--- config.mk ---
export PLATFORM = sky130hd
export DESIGN_NAME = sfsf_status
export DESIGN_NICKNAME = d
export VERILOG_FILES = /design/src/common/sfsf_pkg.sv /design/src/common/sfsf_link_if.sv /design/src/verilog/sfsf_frontend.sv /design/src/verilog/sfsf_status.sv
export VERILOG_INCLUDE_DIRS = /design/src /design/src/common
export SDC_FILE = /design/constraint.sdc
export NUM_CORES = 1
export LEC_CHECK = 0
export BUFFER_PORTS_ARGS = -buffer_cell sky130_fd_sc_hd__buf_2
export CAP_MARGIN = 20
export CORE_MARGIN = 2
export CORE_UTILIZATION = 30
export DETAILED_ROUTE_END_ITERATION = 10
export PLACE_DENSITY = 0.51
export SYNTH_ARGS = -nofsm -noshare
export SYNTH_HDL_FRONTEND = slang
export SYNTH_SLANG_ARGS = --single-unit
--- constraint.sdc ---
create_clock -name core_clk -period 2.6 [get_ports core_clk]
set_input_delay 0.13 -clock core_clk [delete_from_list [all_inputs] [get_ports core_clk]]
set_output_delay 0.13 -clock core_clk [all_outputs]
set_load 0.1 [all_outputs]
--- src/common/sfsf_params.svh ---
// offsets, field positions, command codes and timing counts
`ifndef SFSF_PARAMS_SVH
`define SFSF_PARAMS_SVH
`define SFSF_BIT_BUSY 0
`define SFSF_BIT_WEL 1
`define SFSF_BIT_BP_LO 2
`define SFSF_BIT_GUARD_LO 7
`define SFSF_BIT_GUARD_HI 8
`define SFSF_BIT_QUAD 9
`define SFSF_BIT_PPAUSE 10
`define SFSF_BIT_LOCK_LO 11
`define SFSF_BIT_INVERT 14
`define SFSF_BIT_EPAUSE 15
`define SFSF_RESET_WORD 16'h0000
`define SFSF_CMD_WRITE_ENABLE_CMD 8'h06
`define SFSF_CMD_WRITE_DISABLE_CMD 8'h04
`define SFSF_CMD_RDSR_LO 8'h05
`define SFSF_CMD_RDSR_HI 8'h35
`define SFSF_CMD_STATUS_WRITE_CMD 8'h01
`define SFSF_CMD_PROG 8'h02
`define SFSF_CMD_SECT 8'h20
`define SFSF_CMD_BLK32 8'h52
`define SFSF_CMD_BLK64 8'hd8
`define SFSF_CMD_CHIP_A 8'hc7
`define SFSF_CMD_CHIP_B 8'h60
`define SFSF_CMD_SUSP 8'h75
`define SFSF_CMD_RESUME 8'h7a
`define SFSF_CMD_RST_EN 8'h66
`define SFSF_CMD_RST 8'h99
`define SFSF_CMD_DPD 8'hb9
`define SFSF_CMD_SEC_ERASE 8'h44
`define SFSF_CMD_SEC_PROG 8'h42
`define SFSF_WR_TIME_NS 1000
`define SFSF_CLK_NS 10
`define SFSF_WR_CYC (`SFSF_WR_TIME_NS / `SFSF_CLK_NS)
`endif

--- src/common/sfsf_pkg.sv ---
// types shared by the status and framing block
package sfsf_pkg;
  typedef enum logic [1:0] {SFSF_OP_NONE, SFSF_OP_PROG, SFSF_OP_ERASE,
    SFSF_OP_STATUS_WRITE_CMD} sfsf_op_t;
  typedef enum {SFSF_IDLE, SFSF_BUSY, SFSF_PAUSED} sfsf_state_t;
endpackage

--- src/common/sfsf_link_if.sv ---
// framing events from the serial front end to the register logic
`timescale 1ns/1ps
`default_nettype none
interface sfsf_link_if;
  logic frame_end;
  logic aligned;
  logic [7:0] opcode;
  logic [3:0] nbytes;
  logic [15:0] wdata;
  logic rise;
  logic fall;
  logic active;
  modport front(output frame_end, aligned, opcode, nbytes, wdata, rise,
    fall, active);
  modport core(input frame_end, aligned, opcode, nbytes, wdata, rise, fall,
    active);
endinterface
`default_nettype wire

--- src/verilog/sfsf_frontend.sv ---
// serial front end: pin synchronisers, edge finding and byte framing
`timescale 1ns/1ps
`default_nettype none
module sfsf_frontend (
  input wire logic core_clk,
  input wire logic rst_b,
  input wire logic sclk,
  input wire logic cs_b,
  input wire logic si,
  sfsf_link_if.front lnk
);
  logic [2:0] sclk_q, sclk_d, cs_q, cs_d, si_q, si_d;
  logic [2:0] bit_q, bit_d;
  logic [7:0] sh_q, sh_d, op_q, op_d;
  logic [3:0] nb_q, nb_d;
  logic [15:0] wd_q, wd_d;
  logic end_q, end_d;
  logic rise, fall, sel;

  // a pin edge shows while the second and third stages differ
  assign rise = sclk_q[1] & ~sclk_q[2];
  assign fall = ~sclk_q[1] & sclk_q[2];
  assign sel = ~cs_q[2];

  always_comb begin
    sclk_d = {sclk_q[1:0], sclk};
    cs_d = {cs_q[1:0], cs_b};
    si_d = {si_q[1:0], si};
    bit_d = bit_q;
    sh_d = sh_q;
    op_d = op_q;
    nb_d = nb_q;
    wd_d = wd_q;
    end_d = 1'b0;
    if (!sel) begin
      if (cs_q[1]) begin
        bit_d = '0;
        nb_d = '0;
      end
    end else if (cs_q[1]) begin
      end_d = 1'b1;
    end else if (rise) begin
      sh_d = {sh_q[6:0], si_q[2]};
      bit_d = bit_q + 3'h1;
      if (bit_q == 3'h7) begin
        if (nb_q == 4'h0) op_d = {sh_q[6:0], si_q[2]};
        else if (nb_q < 4'h3) wd_d = {wd_q[7:0], sh_q[6:0], si_q[2]};
        if (nb_q != 4'hf) nb_d = nb_q + 4'h1;
      end
    end
  end

  always_ff @(posedge core_clk) begin
    if (!rst_b) begin
      sclk_q <= '0;
      cs_q <= 3'h7;
      si_q <= '0;
      bit_q <= '0;
      sh_q <= '0;
      op_q <= '0;
      nb_q <= '0;
      wd_q <= '0;
      end_q <= 1'b0;
    end else begin
      sclk_q <= sclk_d;
      cs_q <= cs_d;
      si_q <= si_d;
      bit_q <= bit_d;
      sh_q <= sh_d;
      op_q <= op_d;
      nb_q <= nb_d;
      wd_q <= wd_d;
      end_q <= end_d;
    end
  end

  assign lnk.frame_end = end_q;
  assign lnk.aligned = (bit_q == 3'h0);
  assign lnk.opcode = op_q;
  assign lnk.nbytes = nb_q;
  assign lnk.wdata = wd_q;
  assign lnk.rise = rise;
  assign lnk.fall = fall;
  assign lnk.active = sel;
endmodule // sfsf_frontend
`default_nettype wire

--- src/verilog/sfsf_status.sv ---
// status and control word of a serial flash, with command framing
// What this block does
// - busy reads 1 while program, erase or status write runs
// - status write, program and erase refused while write latch is 0
// - five region guard bits kept, written only by status write
// - region guard bits change only outside hardware protected mode
// - chip erase only with low guards 000/invert 0 or 111/invert 1
// - guard mode 00: status writable whenever write latch set
// - guard mode 01 with protect pin low locks status word
// - guard mode 01 with protect pin high allows status writes
// - guard mode 10 locks until power cycle, which clears mode
// - guard mode 11 locks status word until power cycle, as mode 10 does
// - four line enable defaults 0; at 1 pins become data lines
// - three security locks default 0, set singly, cleared only by power cycle
// - guard invert defaults 0 and joins guards to pick region
// - suspend sets erase or program paused flag, both read only
// - resume, software reset and power cycle clear paused flags
// - bits enter msb first, sampled on serial clock rise
// - read commands drive data out; host may end after any bit
// - write type commands need chip select rise on byte boundary
// - partial page program byte does nothing, latch stays set
// - write enable sets latch; writes, erases and resets clear it
`timescale 1ns/1ps
`default_nettype none
`include "sfsf_params.svh"
module sfsf_status
  import sfsf_pkg::*;
#(
  parameter int WR_CYC = `SFSF_WR_CYC
) (
  input wire logic core_clk,
  input wire logic rst_b,
  input wire logic sclk,
  input wire logic cs_b,
  input wire logic si,
  input wire logic wp_b,
  output logic so,
  output logic so_oe,
  output logic four_line_enable,
  output logic busy_flag,
  output logic [15:0] status_control_word
);
  sfsf_link_if lnk ();
  sfsf_frontend u_front (
    .core_clk(core_clk),
    .rst_b(rst_b),
    .sclk(sclk),
    .cs_b(cs_b),
    .si(si),
    .lnk(lnk)
  );

  logic [15:0] sw_q, sw_d;
  sfsf_state_t st_q, st_d;
  sfsf_op_t op_q, op_d;
  logic [15:0] cnt_q, cnt_d;
  logic rst_armed_q, rst_armed_d;
  logic [15:0] pend_q, pend_d;
  logic so_q, so_d, oe_q, oe_d;
  logic [15:0] rsh_q, rsh_d;
  logic rd_q, rd_d;
  logic [2:0] wp_q, wp_d;
  logic wp_lvl_q, wp_lvl_d;
  logic wp_ok;

  // low guard bits all equal to the invert bit permit chip erase
  function automatic logic chip_ok(input logic [15:0] w);
    logic [2:0] g;
    g = w[`SFSF_BIT_BP_LO +: 3];
    return (g == 3'h0 && !w[`SFSF_BIT_INVERT]) ||
      (g == 3'h7 && w[`SFSF_BIT_INVERT]);
  endfunction

  function automatic logic sr_writable(input logic [15:0] w,
                                       input logic pin);
    logic [1:0] m;
    m = {w[`SFSF_BIT_GUARD_HI], w[`SFSF_BIT_GUARD_LO]};
    unique case (m)
      2'b00: return 1'b1;
      2'b01: return pin;
      2'b10: return 1'b0;
      2'b11: return 1'b0;
    endcase
  endfunction

  // status write commit: volatile bits stay, locks only ever gain ones
  function automatic logic [15:0] sr_merge(input logic [15:0] cur,
                                           input logic [15:0] req);
    logic [15:0] nxt;
    nxt = cur;
    nxt[`SFSF_BIT_BP_LO +: 5] = req[`SFSF_BIT_BP_LO +: 5];
    nxt[`SFSF_BIT_GUARD_LO] = req[`SFSF_BIT_GUARD_LO];
    nxt[`SFSF_BIT_GUARD_HI] = req[`SFSF_BIT_GUARD_HI];
    nxt[`SFSF_BIT_QUAD] = req[`SFSF_BIT_QUAD];
    nxt[`SFSF_BIT_INVERT] = req[`SFSF_BIT_INVERT];
    nxt[`SFSF_BIT_LOCK_LO +: 3] = cur[`SFSF_BIT_LOCK_LO +: 3] |
      req[`SFSF_BIT_LOCK_LO +: 3];
    return nxt;
  endfunction

  // one byte of the word as a status read shows it
  function automatic logic [7:0] sr_byte(input logic [15:0] w,
                                         input logic hi);
    return hi ? w[15:8] : w[7:0];
  endfunction

  // rotate left by one: the bit that leaves the top re-enters below
  function automatic logic [7:0] rot1(input logic [7:0] b);
    return {b[6:0], b[7]};
  endfunction

  function automatic logic is_sr_read(input logic [7:0] c);
    return c == `SFSF_CMD_RDSR_LO || c == `SFSF_CMD_RDSR_HI;
  endfunction

  // protect pin: a level counts once the last two stages agree, so a
  // glitch shorter than two cycles never opens a locked word
  always_comb begin
    wp_d = {wp_q[1:0], wp_b};
    wp_lvl_d = wp_lvl_q;
    if (wp_q[1] == wp_q[2]) begin
      wp_lvl_d = wp_q[2];
    end
  end

  always_ff @(posedge core_clk) begin
    if (!rst_b) begin
      wp_q <= '0;
      wp_lvl_q <= 1'b0;
    end else begin
      wp_q <= wp_d;
      wp_lvl_q <= wp_lvl_d;
    end
  end

  assign wp_ok = wp_lvl_q;

  always_comb begin
    logic [7:0] op;
    logic write_latch_flag;
    op = lnk.opcode;
    write_latch_flag = sw_q[`SFSF_BIT_WEL];
    sw_d = sw_q;
    st_d = st_q;
    op_d = op_q;
    cnt_d = cnt_q;
    rst_armed_d = rst_armed_q;
    pend_d = pend_q;

    // fixed busy time; a paused job keeps its remaining count
    if (st_q == SFSF_BUSY) begin
      if (cnt_q == 16'h0) begin
        st_d = SFSF_IDLE;
        if (op_q == SFSF_OP_STATUS_WRITE_CMD) begin
          sw_d = sr_merge(sw_q, pend_q);
        end
        op_d = SFSF_OP_NONE;
      end else begin
        cnt_d = cnt_q - 16'h1;
      end
    end

    // commands act only once chip select has risen, so the count is final
    if (lnk.frame_end) begin
      rst_armed_d = 1'b0;
      if (op == `SFSF_CMD_RST && rst_armed_q && lnk.nbytes == 4'h1) begin
        sw_d[`SFSF_BIT_WEL] = 1'b0;
        sw_d[`SFSF_BIT_EPAUSE] = 1'b0;
        sw_d[`SFSF_BIT_PPAUSE] = 1'b0;
        st_d = SFSF_IDLE;
        op_d = SFSF_OP_NONE;
      end else if (op == `SFSF_CMD_RST_EN && lnk.nbytes == 4'h1) begin
        rst_armed_d = 1'b1;
      end else if (op == `SFSF_CMD_SUSP && st_q == SFSF_BUSY &&
          op_q != SFSF_OP_STATUS_WRITE_CMD) begin
        st_d = SFSF_PAUSED;
        if (op_q == SFSF_OP_ERASE) sw_d[`SFSF_BIT_EPAUSE] = 1'b1;
        else sw_d[`SFSF_BIT_PPAUSE] = 1'b1;
      end else if (op == `SFSF_CMD_RESUME && st_q == SFSF_PAUSED) begin
        st_d = SFSF_BUSY;
        sw_d[`SFSF_BIT_EPAUSE] = 1'b0;
        sw_d[`SFSF_BIT_PPAUSE] = 1'b0;
      end else if (!lnk.aligned || st_q != SFSF_IDLE) begin
        // rejected, latch left as it was
      end else if (op == `SFSF_CMD_WRITE_ENABLE_CMD && lnk.nbytes == 4'h1) begin
        sw_d[`SFSF_BIT_WEL] = 1'b1;
      end else if (op == `SFSF_CMD_WRITE_DISABLE_CMD) begin
        sw_d[`SFSF_BIT_WEL] = 1'b0;
      end else if (write_latch_flag) begin
        unique case (op)
          `SFSF_CMD_STATUS_WRITE_CMD: begin
            sw_d[`SFSF_BIT_WEL] = 1'b0;
            if (sr_writable(sw_q, wp_ok) && lnk.nbytes >= 4'h2) begin
              pend_d = sw_q;
              pend_d[7:0] = lnk.nbytes == 4'h2 ? lnk.wdata[7:0] :
                lnk.wdata[15:8];
              if (lnk.nbytes >= 4'h3) pend_d[15:8] = lnk.wdata[7:0];
              st_d = SFSF_BUSY;
              op_d = SFSF_OP_STATUS_WRITE_CMD;
              cnt_d = WR_CYC[15:0];
            end
          end
          `SFSF_CMD_PROG, `SFSF_CMD_SEC_PROG: begin
            sw_d[`SFSF_BIT_WEL] = 1'b0;
            st_d = SFSF_BUSY;
            op_d = SFSF_OP_PROG;
            cnt_d = WR_CYC[15:0];
          end
          `SFSF_CMD_SECT, `SFSF_CMD_BLK32, `SFSF_CMD_BLK64,
          `SFSF_CMD_SEC_ERASE: begin
            sw_d[`SFSF_BIT_WEL] = 1'b0;
            st_d = SFSF_BUSY;
            op_d = SFSF_OP_ERASE;
            cnt_d = WR_CYC[15:0];
          end
          `SFSF_CMD_CHIP_A, `SFSF_CMD_CHIP_B: begin
            sw_d[`SFSF_BIT_WEL] = 1'b0;
            if (chip_ok(sw_q)) begin
              st_d = SFSF_BUSY;
              op_d = SFSF_OP_ERASE;
              cnt_d = WR_CYC[15:0];
            end
          end
          default: ;
        endcase
      end
    end

    // busy follows the state it is entering, so it never lags a start
    sw_d[`SFSF_BIT_BUSY] = (st_d == SFSF_BUSY);
  end

  always_ff @(posedge core_clk) begin
    if (!rst_b) begin
      sw_q <= `SFSF_RESET_WORD;
      st_q <= SFSF_IDLE;
      op_q <= SFSF_OP_NONE;
      cnt_q <= '0;
      rst_armed_q <= 1'b0;
      pend_q <= '0;
    end else begin
      sw_q <= sw_d;
      st_q <= st_d;
      op_q <= op_d;
      cnt_q <= cnt_d;
      rst_armed_q <= rst_armed_d;
      pend_q <= pend_d;
    end
  end

  // read path: status bytes shifted out on falling serial clock
  // upper half holds the bits still to go, lower half the whole byte,
  // so a continuous read starts over at every byte boundary
  always_comb begin
    logic [7:0] b;
    b = sr_byte(sw_q, lnk.opcode == `SFSF_CMD_RDSR_HI);
    so_d = so_q;
    oe_d = oe_q;
    rsh_d = rsh_q;
    rd_d = rd_q;
    if (!lnk.active) begin
      oe_d = 1'b0;
      rd_d = 1'b0;
    end else if (lnk.fall && lnk.aligned && lnk.nbytes == 4'h1 && !rd_q &&
        is_sr_read(lnk.opcode)) begin
      rd_d = 1'b1;
      oe_d = 1'b1;
      so_d = b[7];
      rsh_d = {rot1(b), b};
    end else if (lnk.fall && rd_q) begin
      if (lnk.aligned) begin
        so_d = rsh_q[7];
        rsh_d[15:8] = rot1(rsh_q[7:0]);
      end else begin
        so_d = rsh_q[15];
        rsh_d[15:8] = rot1(rsh_q[15:8]);
      end
    end
  end

  always_ff @(posedge core_clk) begin
    if (!rst_b) begin
      so_q <= 1'b0;
      oe_q <= 1'b0;
      rsh_q <= '0;
      rd_q <= 1'b0;
    end else begin
      so_q <= so_d;
      oe_q <= oe_d;
      rsh_q <= rsh_d;
      rd_q <= rd_d;
    end
  end

  assign so = so_q;
  assign so_oe = oe_q;
  assign status_control_word = sw_q;
  assign busy_flag = sw_q[`SFSF_BIT_BUSY];
  assign four_line_enable = sw_q[`SFSF_BIT_QUAD];
endmodule // sfsf_status
`default_nettype wire

==> impl_metrics.toml, run 1 <==
[floorplan]
dieArea_um2 = 22100
pin_count = 26
die_w_um = 149
coreArea_um2 = 20400
start_util = 0.308
die_h_um = 149
rows = 52

[sta]
finalSetupTns_ps = 0
timing.slew.headroom = 0.614
rsz0062_at_grt = "no"
final-hold-violation-count = 0
finalSetupViolCount = 0
slew_violations = 0
fmax_ghz = 0.420
clock_skew_ps = 8.63
fin_crit_sh = 0.916
worst_pin_slew_ps = 577
layout_setup_ws_ps = 219
min_period_ps = 2380

[synth]
async_reset_ff_frac = 0
synth_common_cells = "dfxtp_1, nand2_1, nor2_1"
ys.flop_type = "dfxtp_1"
synth_edf_count = 0
syn_inst = 724
ys_ff_latch = 146
synth_top_area_share = 0.466
syn_nets = 738
synth_area_per_cell_um2 = 8.65
synth_top_cell_by_area = "dfxtp_1"
yosysSeqAreaShare = 0.466
synth.most_common_cell = "dfxtp_1"
synth_cell_type_count = 56
synth_area_um2 = 6270
synth.area.top_cells = "dfxtp_1, nand2_1, a21oi_1"
yosys_warnings = 0

[clock_tree]
cts-root-buf = "clkbuf_16"
cts_buffers = 17
clockBufferDepth = 2
clock_sinks = 146
clkLatencyLatePin_ps = 420
htree_levels = 4
post-cts-setup-buffer-count = 0
path_clk_slew_ps = 60
cts_tree = "built"

[placed_design]
gp_congestion = 0.853
place_hpwl_mm = 10.3
dpl_cell_area_um2 = 6830
place_ws_ps = 183
place_inst = 1018
port-buffer-count = 25

[run]
drv_cap = 0

[global_routing]
grt_max_degree = 43
grt-ovfl-total = 0
antenna_found_initial = 0
grt_pass1_vias = 4616
grt_use_total = 0.140
grt_pass1_wl_mm = 24.4

[setup_path]
cp.arrival_ps = 2740
cp_max_fo = 30
critPathRequiredTime_ps = 2960
rr_worst_depth = 7
end_kind = "register"
crit_type = "reg -> reg"
start_kind = "register"

[final_layout]
utilization = 0.366
fillCellCount = 2100
final_cells = 1052
nNetsFinal = 785
num_antenna_cells = 0
final_area_um2 = 7460
area_growth_pct = 19.0
drive_gt1_frac = 0.150

[route]
vias = 4909
drc_errors = 0
top_layer_used = "met4"
drt-pass1-iter-count = 4
via_per_inst = 4.67
wl_met1_mm = 7.60
wirelength_mm = 14.7
dr_wl_met2_mm = 6.41
postRouteAntennaNets = 0
wl_per_cell_um = 14.0
routed-wl-met3_um = 521
drt_iter0_markers = 325

[pwr]
power_density_nw_per_um2 = 638
p_leak_nw = 3.09
irDropWorstVdd_mv = 0.362

[hold_path]
min_path_cells = 2
hold_class = "in -> reg"

[status]
status = "finished, final reports clean"
worst paths after layout:
path	start	end	slack, ps
setup / recovery	u_front.lnk.opcode[7]	st_q[15]	220
setup reg to reg	u_front.lnk.opcode[7]	st_q[15]	220
hold reg to reg	u_front.cs_q[0]	u_front.cs_q[1]	410
hold / removal	rst_b	u_front.cs_q[2]	120
layout make-up:
cell class                 instances  area (um^2)  area share
multi-input combinational        528         3120       0.418
sequential                       146         2920       0.392
timing repair buffer              65          448      0.0600
clock buffer                      20          447      0.0599
tap                              270          338      0.0453
clock inverter                    10          135      0.0181
inverter                          13         48.8     0.00654
stage by stage:
| step | power [W] | hold slack (ps) |
|---|---|---|
| final | 0.00476 | 122 |
| after global routing | 0.00493 | 145 |
| after CTS | 0.00483 | 116 |
| after detailed placement | 0.00236 | 326 |
| after global placement | 0.00236 | 323 |
| after floorplan | 0.00234 | 203 |
timing repair:
| item | in CTS | in global routing |
|---|---|---|
| hold buffers | 4 | 0 |
| resized for setup | 0 | 1 |
| hold endpoints to repair | 4 | 0 |
| setup endpoints to repair | 0 | 1 |
state kept, by name, summed over array words and instances, names as in the netlist, 4 cells and up:
| name | count |
|---|---|
| u_front.lnk.wdata | 14 |
| u_front.lnk.nbytes | 4 |
| cnt_q | 16 |
| status_control_word | 16 |
| rsh_q | 16 |
| u_front.sh_q | 7 |
| u_front.lnk.opcode | 8 |
| pend_q | 12 |
| st_q | 32 |
where the power goes:
group | total [W] | switching, W | internal [W] | leakage (nW)
logic | 0.0000671 | 0.0000452 | 0.0000219 | 1.62
clock network | 0.00244 | 0.000919 | 0.00152 | 0.286
registers | 0.00225 | 0.00000486 | 0.00225 | 1.18
cell usage in the layout, fill, tap and decap left out, drive strengths merged, types with 2 or more instances in the layout:
cell type | synthesis | routed
a211oi | 4 | 4
a21oi | 62 | 62
a221oi | 2 | 2
a31oi | 2 | 2
and2 | 41 | 41
and3 | 5 | 5
and4 | 5 | 5
buf | 13 | 61
bufinv | 0 | 3
clkbuf | 24 | 20
clkinv | 0 | 5
dfxtp | 146 | 146
dlygate4sd3 | 0 | 4
ha | 8 | 8
inv | 13 | 14
mux2 | 14 | 14
mux2i | 28 | 28
nand2 | 136 | 136
nand2b | 5 | 5
nand3 | 17 | 17
nand4 | 9 | 9
nor2 | 63 | 63
nor2b | 13 | 13
nor3 | 16 | 16
nor3b | 7 | 7
nor4 | 14 | 14
nor4b | 5 | 5
o211ai | 9 | 9
o21a | 8 | 8
o21ai | 10 | 10
or3 | 4 | 4
or3b | 3 | 3
or4 | 5 | 5
xnor2 | 8 | 8
xor2 | 8 | 8
metal layers:
layer  track usage  vias up
li1              -     2584
met1         0.196     2256
met2         0.210       56
met3        0.0334       13
met4        0.0505        0
met5             0        -
critical path, stage by stage, from the launching register on:
cell and delay (ps):
dfxtp_1 330, or4_4 560, or4_4 480, o21a_1 280, a31o_4 260, nor2b_4 120
buf_12 160, and2_1 130
cell families after synthesis:
logic type / Yosys count / share of synthesized area
xor gates and xnor gates: 16 / 0.0224
muxes: 42 / 0.0699
buffers and inverters: 50 / 0.0375
adders and majority gates: 8 / 0.0160
and+or+nand+nor: 354 / 0.281
DFF: 146 / 0.466
AOI/OAI and AO/OA: 108 / 0.107
No activity file was read; power rests on OpenSTA's default activity.
==> inputs of run 2 (changes only) <==
CTS_CLUSTER_DIAMETER = 200   (was default)
HOLD_SLACK_MARGIN = 0.12   (was default)
PLACE_DENSITY = 0.47   (was 0.51)
==> run 2 against run 1 <==
Against the previous run: combinational power increased by 1%; largest cell class unchanged; die area stayed put; design area is 0.39% lower; largest power group unchanged; via count increased by 2.7%.
==> impl_metrics.toml, run 2 (same netlist as run 1, synthesis figures left out) <==
[setup_path]
rr_worst_depth = 7
end_kind = "register"
critPathRequiredTime_ps = 2950
crit_type = "reg -> reg"
cp_max_fo = 30
r2r_start = "u_front.lnk.opcode[7]"
cp.arrival_ps = 2800
r2r_end = "st_q[17]"
start_kind = "register"
worst-r2r-setup-slack_ps = 150

[floorplan]
rows = 52
die_w_um = 149
pin_count = 26
start_util = 0.308
coreArea_um2 = 20400
dieArea_um2 = 22100
die_h_um = 149

[global_routing]
grt_pass1_vias = 4976
grt-ovfl-total = 0
grt_pass1_wl_mm = 25.7
grt_max_degree = 33
grt_use_total = 0.148
antenna_found_initial = 0

[sta]
timing.slew.headroom = 0.500
clock_skew_ps = 8.87
fmax_ghz = 0.409
fin_crit_sh = 0.941
rsz0062_at_grt = "no"
slew_violations = 0
worst_pin_slew_ps = 744
finalSetupViolCount = 0
min_period_ps = 2450
finalSetupTns_ps = 0
final-hold-violation-count = 0

[final_layout]
largest_register_ffs = 32
regMostFlops = "st_q"
layout_common_cells = "dfxtp_1, nand2_1, nor2_1, a21oi_1, and2_1"
final_cells = 1050
nNetsFinal = 784
area_growth_pct = 18.6
layout_commonest_cell = "dfxtp_1"
num_antenna_cells = 0
fillCellCount = 2087
seqCellArea_um2 = 2930
multi_input_area_um2 = 3120
drive_gt1_frac = 0.149

[hold_path]
holdPathEnd = "u_front.cs_q[1]"
min_path_cells = 1
holdCritStartpoint = "u_front.cs_q[0]"
hold_class = "reg -> reg"

[route]
wirelength_mm = 15.3
postRouteAntennaNets = 0
via_per_inst = 4.80
drc_errors = 0
vias = 5043
drt-pass1-iter-count = 4
drt_iter0_markers = 314
wl_per_cell_um = 14.6

[run]
drv_cap = 0

[clock_tree]
cts_tree = "built"
clkLatencyLatePin_ps = 420
cts_buffers = 17
htree_levels = 4
path_clk_slew_ps = 60
cts-root-buf = "clkbuf_16"
clockBufferDepth = 2
clock_sinks = 146

[pwr]
p_leak_nw = 3.06
irDropWorstVdd_mv = 0.387
power_density_nw_per_um2 = 619

[placed_design]
gp_congestion = 0.869
place_inst = 1014
port-buffer-count = 25
place_hpwl_mm = 10.8

[status]
status = "finished, final reports clean"
==> run 2: cell count changes in the layout (fill, tap and decap cells not counted), sizes merged <==
cell / delta
buf: -3
bufinv: -2
clkinv: -1
clkinvlp: +2
dlygate4sd3: +2
==> run 2: where the power goes <==
group,switching (W),total (W),internal (W),leakage (nW)
clock,0.000932,0.00228,0.00135,0.260
combinational,0.0000443,0.0000681,0.0000238,1.62
sequential,0.00000483,0.00225,0.00225,1.18
==> run 2: critical path: stages (launching register included) <==
cell and delay, ps:
dfxtp_1 360, or4_4 580, or4_4 470, o21a_1 280
a31o_4 270, nor2b_4 120, buf_12 160, and2_1 140
==> run 2: worst max path at each step <==
stage                                   to  cells past startpoint             startpoint  slack [ps]
floorplan                         st_q[10]                     11       u_front.bit_q[0]         260
global placement                   st_q[2]                     10       u_front.bit_q[0]         190
detailed placement                st_q[28]                     10       u_front.bit_q[0]          70
CTS                               st_q[17]                     10       u_front.bit_q[0]          50
global route        status_control_word[0]                      9  u_front.lnk.opcode[0]          20
finish                            st_q[17]                      7  u_front.lnk.opcode[7]         150
==> run 2: repair_timing <==
action	CTS	global route
endpoints found under the setup margin	0	50
hold endpoints to repair	5	0
hold buffers	6	0
gates resized for setup	0	5
setup buffers	0	1
==> run 2: per-layer routing <==
metal,share of wire,GRT usage
met3,0.032,0.0340
met5,0,0
met2,0.44,0.225
met1,0.50,0.202
met4,0.024,0.0643
==> run 2: cell type report <==
| cell class | instances | area share |
|---|---|---|
| Timing Repair Buffer | 64 | 0.0616 |
| Inverter | 13 | 0.00657 |
| Clock buffer | 20 | 0.0615 |
| Clock inverter | 9 | 0.0114 |
| Tap cell | 270 | 0.0455 |
| Multi-Input combinational cell | 528 | 0.420 |
| Sequential cell | 146 | 0.394 |
==> run 2: through the flow <==
stage	util	power, W	hold WS (ps)	worst slack (ps)	area (um^2)
2_1_floorplan	-	0.00234	203	256	6270
3_3_place_gp	0.334	0.00236	328	185	6810
3_5_place_dp	0.334	0.00236	325	67.2	6810
4_1_cts	0.364	0.00467	419	47.5	7410
5_1_grt	0.365	0.00478	434	16.2	7430
6_report	0.365	0.00460	416	155	7430
